$ cat src/rtc_alarm_pkg.sv
// constants, field layouts and types shared by the year and first-alarm block
// assumes nothing beyond a SystemVerilog compiler
package rtc_alarm_pkg;

  // ----------------------------------------
  // register offsets
  // ----------------------------------------
  localparam logic [7:0] irq_en_addr = 8'h01;
  localparam logic [7:0] year_addr = 8'h0c;
  localparam logic [7:0] a_sec_addr = 8'h0d;
  localparam logic [7:0] a_min_addr = 8'h0e;
  localparam logic [7:0] a_hour_addr = 8'h0f;
  localparam logic [7:0] a_dd_addr = 8'h10;
  localparam logic [7:0] a_mon_addr = 8'h11;
  localparam logic [7:0] a_yr_addr = 8'h12;

  // ----------------------------------------
  // reset values and writable bits
  // ----------------------------------------
  localparam logic [7:0] reg_reset = 8'h00;
  localparam logic [7:0] full_wmask = 8'hff;
  localparam logic [7:0] hour_wmask = 8'hbf;
  localparam logic [7:0] mon_wmask = 8'hdf;
  localparam logic [7:0] unmapped_data = 8'h00;

  // ----------------------------------------
  // field positions
  // ----------------------------------------
  localparam int mask_bit = 7;
  localparam int yr_mask_bit = 6;
  localparam int sel_bit = 6;
  localparam int irq_en_bit = 0;

  // ----------------------------------------
  // serial engine
  // ----------------------------------------
  localparam logic [3:0] bits_per_byte = 4'h8;

  typedef enum logic [2:0] {
    st_idle,
    st_addr,
    st_ptr,
    st_wr,
    st_ack,
    st_rd,
    st_rd_ack
  } i2c_state_t;

  // one field: masked, or stored value equals running value
  function automatic logic field_ok(input logic m, input logic [6:0] a, input logic [6:0] b);
    return m | (a == b);
  endfunction

endpackage

$ cat src/alarm_if.sv
// bundle between the register file and the first-alarm comparator
// assumes both ends sit in the same clock domain
`timescale 1ns/1ps
interface alarm_if;
  logic [7:0] a_sec;
  logic [7:0] a_min;
  logic [7:0] a_hour;
  logic [7:0] a_dd;
  logic [7:0] a_mon;
  logic [7:0] a_yr;
  logic [7:0] year;
  logic [6:0] cur_sec;
  logic [6:0] cur_min;
  logic [5:0] cur_hour;
  logic [2:0] cur_day;
  logic [5:0] cur_date;
  logic [4:0] cur_mon;
  logic match;

  modport regs(
    output a_sec, a_min, a_hour, a_dd, a_mon, a_yr, year,
    output cur_sec, cur_min, cur_hour, cur_day, cur_date, cur_mon,
    input match
  );
  modport cmp(
    input a_sec, a_min, a_hour, a_dd, a_mon, a_yr, year,
    input cur_sec, cur_min, cur_hour, cur_day, cur_date, cur_mon,
    output match
  );
endinterface

$ cat src/rtc_alarm_a.sv
// year register and first alarm behind a two-wire serial register port
// assumes scl/sda inputs are already synchronous to core_clk and tick_1hz
// pulses one cycle after each timekeeping update with time inputs settled
//
// How it works
// [RULE1] year register holds bcd tens in 7:4, units in 3:0, read and write
// [RULE2] host programs the alarm by writing registers 0dh through 12h
// [RULE3] interrupt pin fires on a match only when the enable bit at 01h is set
// [RULE4] bit 7 of the seconds through day/date alarm registers, and month bits 7 and 6, are masks
// [RULE5] with all masks clear every timekeeping field must equal its alarm field
// [RULE6] all six masks set gives an alarm every second, select ignored
// [RULE7] clearing seconds, then minutes, then hours masks adds those fields
// [RULE8] select bit 0 compares date of month, 1 compares day of week
// [RULE9] year mask set, others clear, date selected: month, date and time match
// [RULE10] all masks clear with date selected: full year through seconds match
// [RULE11] other mask combinations are the host's fault and give undefined alarms
// [RULE12] low six bits of day/date alarm are read as day or date per select
// [RULE13] alarm seconds: mask bit 7, tens 6:4, units 3:0
// [RULE14] alarm minutes: mask bit 7, tens 6:4, units 3:0
// [RULE15] alarm hours: mask bit 7, bit 6 unused, tens 5:4, units 3:0
// [RULE16] alarm day/date: mask bit 7, select bit 6, tens 5:4, units 3:0
// [RULE17] alarm month: month mask 7, year mask 6, tens 4, units 3:0
// [RULE18] alarm year held separately, tens 7:4, units 3:0
// [RULE19] compare once per second update, one event per qualifying second
// [RULE20] year and all alarm fields reset to zero
`timescale 1ns/1ps
module rtc_alarm_a #(
  parameter logic [6:0] dev_addr = 7'h5a // arbitrary
) (
  input wire logic core_clk,
  input wire logic reset_n,
  input wire logic scl_in,
  input wire logic sda_in,
  output logic sda_out,
  output logic sda_oe,
  input wire logic tick_1hz,
  input wire logic [6:0] time_sec,
  input wire logic [6:0] time_min,
  input wire logic [5:0] time_hour,
  input wire logic [2:0] time_day,
  input wire logic [5:0] time_date,
  input wire logic [4:0] time_month,
  output logic int_n,
  output logic alarm_hit
);

  if (dev_addr[6:3] == 4'h0 || dev_addr[6:3] == 4'hf) begin : g_bad_addr
    $error("device address falls in a reserved group");
  end

  // ----------------------------------------
  // state
  // ----------------------------------------
  rtc_alarm_pkg::i2c_state_t state_q, nxt_q;
  logic [3:0] cnt_q;
  logic [7:0] shift_q;
  logic [7:0] rd_sh_q;
  logic [7:0] ptr_q;
  logic rw_q;
  logic scl_q;
  logic sda_q;
  logic sda_oe_q;
  logic irq_en_q;
  logic [7:0] year_q;
  logic [7:0] a_sec_q;
  logic [7:0] a_min_q;
  logic [7:0] a_hour_q;
  logic [7:0] a_dd_q;
  logic [7:0] a_mon_q;
  logic [7:0] a_yr_q;
  logic hit_q;
  logic int_n_q;
  logic start_c;
  logic stop_c;
  logic scl_rise;
  logic scl_fall;
  logic byte_done;
  logic wr_en;
  logic [7:0] rd_now;

  alarm_if aif();

  // ----------------------------------------
  // read decode
  // ----------------------------------------
  function automatic logic [7:0] rd_byte(input logic [7:0] addr);
    case (addr)
      rtc_alarm_pkg::irq_en_addr: rd_byte = {7'h00, irq_en_q};
      rtc_alarm_pkg::year_addr: rd_byte = year_q;
      rtc_alarm_pkg::a_sec_addr: rd_byte = a_sec_q;
      rtc_alarm_pkg::a_min_addr: rd_byte = a_min_q;
      rtc_alarm_pkg::a_hour_addr: rd_byte = a_hour_q;
      rtc_alarm_pkg::a_dd_addr: rd_byte = a_dd_q;
      rtc_alarm_pkg::a_mon_addr: rd_byte = a_mon_q;
      rtc_alarm_pkg::a_yr_addr: rd_byte = a_yr_q;
      default: rd_byte = rtc_alarm_pkg::unmapped_data;
    endcase
  endfunction

  // ----------------------------------------
  // bus conditions
  // ----------------------------------------
  always_ff @(posedge core_clk or negedge reset_n) begin
    if (!reset_n) begin
      scl_q <= 1'b1;
      sda_q <= 1'b1;
    end else begin
      scl_q <= scl_in;
      sda_q <= sda_in;
    end
  end

  assign start_c = scl_q & scl_in & sda_q & ~sda_in;
  assign stop_c = scl_q & scl_in & ~sda_q & sda_in;
  assign scl_rise = ~scl_q & scl_in;
  assign scl_fall = scl_q & ~scl_in;
  assign byte_done = scl_fall && cnt_q == rtc_alarm_pkg::bits_per_byte;
  assign wr_en = state_q == rtc_alarm_pkg::st_wr && byte_done && !start_c && !stop_c;
  always_comb rd_now = rd_byte(ptr_q);

  // ----------------------------------------
  // serial engine
  // ----------------------------------------
  always_ff @(posedge core_clk or negedge reset_n) begin
    if (!reset_n) begin
      state_q <= rtc_alarm_pkg::st_idle;
      nxt_q <= rtc_alarm_pkg::st_idle;
      cnt_q <= 4'h0;
      shift_q <= 8'h00;
      rd_sh_q <= 8'h00;
      ptr_q <= 8'h00;
      rw_q <= 1'b0;
      sda_oe_q <= 1'b0;
    end else if (stop_c) begin
      state_q <= rtc_alarm_pkg::st_idle;
      sda_oe_q <= 1'b0;
    end else if (start_c) begin
      state_q <= rtc_alarm_pkg::st_addr;
      cnt_q <= 4'h0;
      sda_oe_q <= 1'b0;
    end else begin
      case (state_q)
        rtc_alarm_pkg::st_idle: begin
          sda_oe_q <= 1'b0;
        end
        rtc_alarm_pkg::st_addr, rtc_alarm_pkg::st_ptr, rtc_alarm_pkg::st_wr: begin
          if (scl_rise && cnt_q != rtc_alarm_pkg::bits_per_byte) begin
            shift_q <= {shift_q[6:0], sda_in};
            cnt_q <= cnt_q + 4'h1;
          end else if (byte_done) begin
            cnt_q <= 4'h0;
            if (state_q == rtc_alarm_pkg::st_addr && shift_q[7:1] != dev_addr) begin
              state_q <= rtc_alarm_pkg::st_idle;
            end else begin
              sda_oe_q <= 1'b1;
              state_q <= rtc_alarm_pkg::st_ack;
              if (state_q == rtc_alarm_pkg::st_addr) begin
                rw_q <= shift_q[0];
                nxt_q <= shift_q[0] ? rtc_alarm_pkg::st_rd : rtc_alarm_pkg::st_ptr;
              end else if (state_q == rtc_alarm_pkg::st_ptr) begin
                ptr_q <= shift_q;
                nxt_q <= rtc_alarm_pkg::st_wr;
              end else begin
                ptr_q <= ptr_q + 8'h01;
                nxt_q <= rtc_alarm_pkg::st_wr;
              end
            end
          end
        end
        rtc_alarm_pkg::st_ack: begin
          if (scl_fall) begin
            state_q <= nxt_q;
            if (nxt_q == rtc_alarm_pkg::st_rd) begin
              rd_sh_q <= rd_now;
              sda_oe_q <= ~rd_now[7];
              cnt_q <= 4'h1;
            end else begin
              sda_oe_q <= 1'b0;
            end
          end
        end
        rtc_alarm_pkg::st_rd: begin
          if (byte_done) begin
            sda_oe_q <= 1'b0;
            cnt_q <= 4'h0;
            ptr_q <= ptr_q + 8'h01;
            state_q <= rtc_alarm_pkg::st_rd_ack;
          end else if (scl_fall) begin
            sda_oe_q <= ~rd_sh_q[6];
            rd_sh_q <= {rd_sh_q[6:0], 1'b0};
            cnt_q <= cnt_q + 4'h1;
          end
        end
        rtc_alarm_pkg::st_rd_ack: begin
          if (scl_rise) begin
            shift_q <= {7'h00, sda_in};
          end else if (scl_fall) begin
            if (shift_q[0]) begin
              state_q <= rtc_alarm_pkg::st_idle;
            end else begin
              rd_sh_q <= rd_now;
              sda_oe_q <= ~rd_now[7];
              cnt_q <= 4'h1;
              state_q <= rtc_alarm_pkg::st_rd;
            end
          end
        end
        default: begin
          state_q <= rtc_alarm_pkg::st_idle;
        end
      endcase
    end
  end

  always_ff @(posedge core_clk or negedge reset_n) begin
    if (!reset_n) begin
      sda_out <= 1'b0;
    end else begin
      sda_out <= 1'b0;
    end
  end

  assign sda_oe = sda_oe_q;

  // ----------------------------------------
  // control and year registers
  // ----------------------------------------
  always_ff @(posedge core_clk or negedge reset_n) begin
    if (!reset_n) begin
      irq_en_q <= 1'b0;
      year_q <= rtc_alarm_pkg::reg_reset; // RULE20
    end else if (wr_en) begin
      if (ptr_q == rtc_alarm_pkg::irq_en_addr) begin
        irq_en_q <= shift_q[rtc_alarm_pkg::irq_en_bit];
      end
      if (ptr_q == rtc_alarm_pkg::year_addr) begin
        year_q <= shift_q & rtc_alarm_pkg::full_wmask; // RULE1
      end
    end
  end

  // ----------------------------------------
  // first-alarm registers
  // ----------------------------------------
  always_ff @(posedge core_clk or negedge reset_n) begin
    if (!reset_n) begin
      a_sec_q <= rtc_alarm_pkg::reg_reset; // RULE20
      a_min_q <= rtc_alarm_pkg::reg_reset;
      a_hour_q <= rtc_alarm_pkg::reg_reset;
      a_dd_q <= rtc_alarm_pkg::reg_reset;
      a_mon_q <= rtc_alarm_pkg::reg_reset;
      a_yr_q <= rtc_alarm_pkg::reg_reset;
    end else if (wr_en) begin
      case (ptr_q)
        rtc_alarm_pkg::a_sec_addr: a_sec_q <= shift_q & rtc_alarm_pkg::full_wmask; // RULE13
        rtc_alarm_pkg::a_min_addr: a_min_q <= shift_q & rtc_alarm_pkg::full_wmask; // RULE14
        rtc_alarm_pkg::a_hour_addr: a_hour_q <= shift_q & rtc_alarm_pkg::hour_wmask; // RULE15
        rtc_alarm_pkg::a_dd_addr: a_dd_q <= shift_q & rtc_alarm_pkg::full_wmask; // RULE16
        rtc_alarm_pkg::a_mon_addr: a_mon_q <= shift_q & rtc_alarm_pkg::mon_wmask; // RULE17
        rtc_alarm_pkg::a_yr_addr: a_yr_q <= shift_q & rtc_alarm_pkg::full_wmask; // RULE18
        default: begin
        end
      endcase
    end
  end

  // ----------------------------------------
  // comparator
  // ----------------------------------------
  assign aif.a_sec = a_sec_q;
  assign aif.a_min = a_min_q;
  assign aif.a_hour = a_hour_q;
  assign aif.a_dd = a_dd_q;
  assign aif.a_mon = a_mon_q;
  assign aif.a_yr = a_yr_q;
  assign aif.year = year_q;
  assign aif.cur_sec = time_sec;
  assign aif.cur_min = time_min;
  assign aif.cur_hour = time_hour;
  assign aif.cur_day = time_day;
  assign aif.cur_date = time_date;
  assign aif.cur_mon = time_month;

  alarm_a_match u_match (
    .core_clk(core_clk),
    .reset_n(reset_n),
    .bus(aif.cmp)
  );

  // ----------------------------------------
  // alarm event and interrupt pin
  // ----------------------------------------
  always_ff @(posedge core_clk or negedge reset_n) begin
    if (!reset_n) begin
      hit_q <= 1'b0;
      int_n_q <= 1'b1;
    end else begin
      hit_q <= tick_1hz & aif.match; // RULE19
      int_n_q <= ~(tick_1hz & aif.match & irq_en_q); // RULE3
    end
  end

  assign alarm_hit = hit_q;
  assign int_n = int_n_q;
endmodule

$ cat src/alarm_a_match.sv
// first-alarm comparator: masked field compare of stored alarm against running time
// assumes current time and alarm values are stable in the cycle they are sampled
`timescale 1ns/1ps
module alarm_a_match (
  input wire logic core_clk,
  input wire logic reset_n,
  alarm_if.cmp bus
);

  logic sec_ok, min_ok, hour_ok, dd_ok, mon_ok, yr_ok;
  logic [6:0] dd_cur;
  logic sel;

  // ----------------------------------------
  // field compare
  // ----------------------------------------
  always_comb begin
    sel = bus.a_dd[rtc_alarm_pkg::sel_bit];
    dd_cur = sel ? {4'h0, bus.cur_day} : {1'b0, bus.cur_date}; // RULE8 RULE12
    sec_ok = rtc_alarm_pkg::field_ok(bus.a_sec[rtc_alarm_pkg::mask_bit], bus.a_sec[6:0], bus.cur_sec); // RULE4 RULE13
    min_ok = rtc_alarm_pkg::field_ok(bus.a_min[rtc_alarm_pkg::mask_bit], bus.a_min[6:0], bus.cur_min); // RULE14
    hour_ok = rtc_alarm_pkg::field_ok(bus.a_hour[rtc_alarm_pkg::mask_bit], {1'b0, bus.a_hour[5:0]},
                                      {1'b0, bus.cur_hour}); // RULE15
    dd_ok = rtc_alarm_pkg::field_ok(bus.a_dd[rtc_alarm_pkg::mask_bit], {1'b0, bus.a_dd[5:0]}, dd_cur); // RULE16
    mon_ok = rtc_alarm_pkg::field_ok(bus.a_mon[rtc_alarm_pkg::mask_bit], {2'h0, bus.a_mon[4:0]},
                                     {2'h0, bus.cur_mon}); // RULE17
    yr_ok = bus.a_mon[rtc_alarm_pkg::yr_mask_bit] | (bus.a_yr == bus.year); // RULE18
  end

  assign bus.match = sec_ok & min_ok & hour_ok & dd_ok & mon_ok & yr_ok; // RULE5 RULE7 RULE9 RULE10

  // ----------------------------------------
  // checks
  // ----------------------------------------
  logic [5:0] masks;
  assign masks = {bus.a_mon[7:6], bus.a_dd[7], bus.a_hour[7], bus.a_min[7], bus.a_sec[7]};
endmodule

$ cat config.mk
export PLATFORM = sky130hd
export DESIGN_NAME = rtc_alarm_a
export DESIGN_NICKNAME = d
export VERILOG_FILES = /design/src/rtc_alarm_pkg.sv /design/src/alarm_if.sv /design/src/rtc_alarm_a.sv /design/src/alarm_a_match.sv
export SDC_FILE = /design/constraint.sdc
export NUM_CORES = 1
export LEC_CHECK = 0
export ABC_CLOCK_PERIOD_IN_PS = 4400
export BUFFER_PORTS_ARGS = -buffer_cell sky130_fd_sc_hd__buf_4
export CAP_MARGIN = 10
export CELL_PAD_IN_SITES_DETAIL_PLACEMENT = 1
export CELL_PAD_IN_SITES_GLOBAL_PLACEMENT = 1
export CORE_MARGIN = 3
export CORE_UTILIZATION = 25
export DETAILED_ROUTE_END_ITERATION = 10
export MAX_ROUTING_LAYER = met4
export PLACE_DENSITY = 0.5
export SETUP_SLACK_MARGIN = 0.2
export SYNTH_ARGS = -nofsm -noshare
export SYNTH_HDL_FRONTEND = slang
export SYNTH_HIERARCHICAL = 1
export SYNTH_SLANG_ARGS = --single-unit
$ cat constraint.sdc
create_clock -name core_clk -period 4.4 [get_ports core_clk]
set_input_delay 0.66 -clock core_clk [delete_from_list [all_inputs] [get_ports core_clk]]
set_output_delay 0.66 -clock core_clk [all_outputs]
set_load 0.02 [all_outputs]
==> After elaboration in Yosys (flattened, before gate mapping) <==
Cells that the tools add are included.
{ "word_totals": {"latch_bits": 0, "ff_bits": 93, "n_memories": 0, "mem_bits_ro": 0, "ram_bits": 0} }
{ "op_classes": {"addsub": 2, "order_cmp": 0, "eq_ne": 55, "mul": 0, "reduce_logical": 30, "n_mux": 57, "div_mod_pow": 0, "n_bitwise": 31, "shifts": 0} }
{ "ops": {"columns": ["cell", "count"], "rows": [
  ["8-bit 2-to-1 mux", 8],
  ["8-bit one-hot mux with 8 select lines", 1],
  ["7-bit 2-to-1 mux", 7],
  ["4-bit != test (second input constant)", 11],
  ["4-bit 2-to-1 mux", 10],
  ["3-bit 2-to-1 mux", 12],
  ["8-bit by 4-bit == test with 1-bit output (second input constant)", 4],
  ["8-bit one-hot mux with 2 select lines", 2],
  ["2-bit != test (second input constant)", 14],
  ["8-bit by 5-bit == test with 1-bit output (second input constant)", 3],
  ["7-bit one-hot mux with 3 select lines", 1],
  ["3-bit != test (second input constant)", 6],
  ["9-bit AND reduction", 2],
  ["4-bit one-hot mux with 4 select lines", 1],
  ["2-bit AND reduction", 8],
  ["3-bit one-hot mux with 5 select lines", 1],
  ["1-bit AND", 14],
  ["7-bit == test", 2],
  ["3-bit == test (second input constant)", 4],
  ["1-bit 2-to-1 mux", 12],
  ["1-bit inverter", 11],
  ["10-bit AND reduction", 1],
  ["8-bit by 1-bit adder with 8-bit output (second input constant)", 1],
  ["8-bit by 1-bit == test with 1-bit output (second input constant)", 1],
  ["25 further kinds", 38]
]} }

==> Longest topological paths before layout <==
{ "logic_depth": {"depth_word": 10, "depth_mapped": 9, "mapped_depth_nobuf": 7} }

==> Modules after synthesis <==
The synthesis kept the hierarchy.
{ "modules_own_cells": {"columns": ["module", "instances", "area_per_inst_um2", "cells_per_inst"], "rows": [
  ["rtc_alarm_a", 1, 4803.4, 440],
  ["alarm_a_match", 1, 514.2, 65]
]} }

==> Worst setup path after synthesis <==
Ideal clock, no wire load.
{ "synth_timing": {"path_kind": "in2reg", "start": "input time_sec[1]", "end": "register int_n_q (netlist: int_n)", "required_ns": 4.322, "n_path_buf": 0, "arrival_time_ns": 2.037, "setup_time_ns": 0.078, "path_stages": 7, "setup_slack_ns": 2.285, "cell_sequence": "xor2_1 > nor4_1 > a41oi_1 > or4_1 > nor3_2 > and2_1 > nand2_1"} }
{ "synth_between": {"elab_chain_len": 10} }
{ "synth_rtl": {"columns": ["item", "line", "text"], "rows": [
  ["from (decl)", "rtc_alarm_a.sv:37", "input wire logic [6:0] time_sec,"],
  ["7-bit == test", "rtc_alarm_pkg.sv:51", "return m | (a == b);"],
  ["1-bit bitwise OR", "rtc_alarm_pkg.sv:51", null],
  ["1-bit AND (5 in series)", "alarm_a_match.sv:30", "assign bus.match = sec_ok & min_ok & hour_ok & dd_ok & mon_ok & yr_ok;"],
  ["net aif.match", "alarm_if.sv:18", "logic match;"],
  ["1-bit AND (2 in series)", "rtc_alarm_a.sv:299", "int_n_q <= ~(tick_1hz & aif.match & irq_en_q);"],
  ["1-bit inverter", "rtc_alarm_a.sv:299", null],
  ["to (signal assigned)", "rtc_alarm_a.sv:299", null],
  ["to (decl)", "rtc_alarm_a.sv:72", "logic int_n_q;"]
]} }
The timed path passes the listed nets, and every way through them passes these cells.
A chain may end at the register's enable or synchronous reset.

==> Final worst setup path <==
{ "layout_timing": {"start": "register state_q[1]", "end": "register shift_q[0]"} }
{ "layout_between": {"elab_chain_len": 4} }
{ "layout_rtl": {"columns": ["item", "line", "text"], "rows": [
  ["from (decl)", "rtc_alarm_a.sv:54", "rtc_alarm_pkg::i2c_state_t state_q, nxt_q;"],
  ["from (signal assigned)", "rtc_alarm_a.sv:126", "state_q <= rtc_alarm_pkg::st_idle;"],
  ["from (signal assigned)", "rtc_alarm_a.sv:135", "state_q <= rtc_alarm_pkg::st_idle;"],
  ["from (signal assigned)", "rtc_alarm_a.sv:138", "state_q <= rtc_alarm_pkg::st_addr;"],
  ["3-bit by 2-bit == test with 1-bit output / 3-bit by 1-bit == test with 1-bit output (equally long branches)", "rtc_alarm_a.sv:142", "case (state_q)"],
  ["3-bit OR reduction", "rtc_alarm_a.sv:142", null],
  ["2-bit != test (no source line) / 2-bit nonzero test (equally long branches)", null, null],
  ["5-bit AND reduction (no source line)", null, null],
  ["to (signal assigned)", "rtc_alarm_a.sv:148", "shift_q <= {shift_q[6:0], sda_in};"],
  ["to (signal assigned)", "rtc_alarm_a.sv:196", "shift_q <= {7'h00, sda_in};"],
  ["to (decl)", "rtc_alarm_a.sv:56", "logic [7:0] shift_q;"]
]} }
Parallel ways exist; a longest one is shown, timed or not.

==> results.toml <==
[status]
outcome = "completed"

[timing]
finalSetupViolations = 0
whs_ps = 427.1
slew_violations = 0
finalHoldViolations = 0
rsz0062_at_grt = "false"
skew_ps = 11.98
final.setup.tns_ps = 0
fin_crit_ps = 2448
relSlewSlack = 0.2001
fin_crit_sh = 0.5564
worstMarginPinSlew_ps = 1197
fmax_mhz = 408.4

[clock_tree]
insertion_delay_ps = 360
cts_setup_buffers = 0
cts_tree = "built"
cts_buffers = 9
clk_pin_slew_worst_paths_ps = 70
clock_sinks = 93
root_buffer = "clkbuf_16"
cts_resized = 0
cts_max_level = 3
cts.path.max_buffers = 2
cts_hold_buf = 0

[synth]
yosys.area_share.adder = 0.01412
seq_area_frac_synth = 0.4384
ys_warn_count = 6
synth_cell_types = 77
synthMuxAreaShare = 0.1205
syn_avg_cell_area_um2 = 10.53
synthArstFlopShare = 1.000
synth_xor_area_frac = 0.06424
syn_nets = 550
netlist_instances = 505
synth-compound-area-share = 0.1661
synth_top_family_by_area = "compound AO/OA/AOI/OAI gates"
synth_simple_gate_area_frac = 0.1546
syn_area_um2 = 5318
synth_flop_cell = "dfrtp_1"
ys_ff_latch = 93
synth_edf_count = 0

[final_layout]
drive_above_1_share = 0.2528
layout_commonest_cell = "dfrtp_1"
final_cell_mix = "dfrtp_1, mux2_2, buf_4, o21ai_0, nor2_1"
syn_to_final_growth_pct = 15.46
final_net_count = 574

[worst_setup_path]
crit_arrival_ps = 2700
crit_path_max_incr_delay_ps = 1010
cp_num_buf_inv = 0
worstSetupPathType = "flip-flop to flip-flop"
start_kind = "flip-flop"
cp-end-kind = "flip-flop"
cp.required_ps = 4650
path_cells = "nor2_1, nor4b_2, mux2_2"
crit_start = "state_q[1]"
crit_slowest_cell = "nor4b_2"
crit_family = "simple AND/OR/NAND/NOR gates"
worstReg2RegStart = "state_q[1]"
worstPathMaxFanout = 15

[global_routing]
grt_overflow_total = 0
grt_pass1_vias = 4428
grt_use_total = 0.1497
grt_max_degree = 68
grt_pass1_wl_um = 26210
antenna_found_initial = 1

[routing]
drt-total-wl_um = 16710
dr.pass1.iters = 7
vias = 4067
drc = 0
routed_via_density = 5.046
drt-wirelength-per-cell_um = 20.74
postRouteAntennaNets = 0
drtIter0Drc = 245

[floorplanning]
die-area_um2 = 23060
pin_count = 43
core_area_um2 = 20560
dieWidth_um = 151.8
start_util = 0.2586
dieHeight_um = 151.8
rows = 52

[power]
p_per_area_nw_per_um2 = 400.2
p_leak_uw = 0.002747
ir_worst_vdd_mv = 0.1857

[place]
io_buffers = 41
gp_congestion = 0.7904
dpl.hpwl_um = 12080

[hold_path]
hold_path_class = "input port to flip-flop"
min_from = "sda_in"

[run]
max-cap-violations = 0
## state kept, by name (all words and copies together) (netlist names)
| register | flops |
|---|---|
| a_sec_q | 8 |
| irq_en_q | 1 |
| rd_sh_q | 7 |
| int_n | 1 |
| cnt_q | 4 |
| alarm_hit | 1 |
| nxt_q | 3 |
| aif.year | 8 |
| a_min_q | 8 |
| sda_q | 1 |
| a_yr_q | 8 |
| a_dd_q | 8 |
| sda_oe | 1 |
| ptr_q | 8 |
| shift_q | 8 |
| state_q | 3 |
| a_hour_q | 7 |
| a_mon_q | 7 |
| scl_q | 1 |
## worst register-to-register path, delay by kind of cell (launching register included)
family,cells,cell delay (ps)
AND/OR/NAND/NOR,2,1260
multiplexers,1,420
flip-flops,1,660
## cell usage after synthesis, types with 10 or more instances
master,number,area [um^2]
nor2_1,28,105.1
nand2_1,26,97.59
xor2_1,26,227.7
dfrtp_1,90,2252
xnor2_1,13,113.9
o21ai_0,29,145.1
inv_1,19,71.32
mux2_2,45,506.7
buf_2,10,50.05
o22ai_1,10,62.56
a21oi_1,20,100.1
a31oi_1,10,62.56
clkbuf_1,10,37.54
nand3_1,16,80.08
## metrics by stage
stage	cell area, um^2	power, uW	util	std cells	setup WS [ps]
detailed placement	5822	1638	0.2832	788	1900
global placement	5822	1624	0.2832	788	1918
floorplan	5318	1390	-	505	2285
CTS	6135	2499	0.2984	804	1979
finish	6140	2457	0.2986	806	1952
global route	6137	2597	0.2985	805	1712
## area by class of cell
cell class	instances	area, um^2
Antenna cell	2	5.005
Clock buffer	9	225.2
Clock inverter	7	87.58
Fill cell	2359	14420
Inverter	19	71.32
Multi-Input combinational cell	364	2766
Sequential cell	93	2331
Tap cell	270	337.8
Timing Repair Buffer	42	315.3
## worst paths after layout
path	end	slack, ps	cells past startpoint
min in group asynchronous	state_q[2]	440	1
hold / removal	sda_q	430	1
max in group asynchronous	sda_q	3010	2
setup reg to reg	shift_q[0]	1950	3
hold reg to reg	int_n	440	1
setup / recovery	shift_q[0]	1950	3
## report_power, final
part | switching [uW] | internal, uW | total (uW)
sequential | 230 | 942 | 1170
combinational | 261 | 177 | 438
clock | 391 | 455 | 846
total | 882 | 1570 | 2460
## kinds of logic (layout without fill, tap and decap cells)
group                    after synthesis  after routing
multiplexers                          57             57
AND/OR/NAND/NOR                      133            133
AO/OA/AOI/OAI                        128            128
XOR/XNOR                              39             39
other                                  1              3
buffers and inverters                 48             77
flip-flops                            93             93
adder cells (fa/ha/maj)                6              6
## metal layers
metal  up-vias  part of all wire  global-route usage
met5         -                 0                   -
met4         0             0.016             0.03896
met3        17             0.027             0.03157
met2        60              0.51              0.2521
met1      2086              0.45              0.1836
li1       1904                 -                   -
No activity file was read; power rests on OpenSTA's default activity.
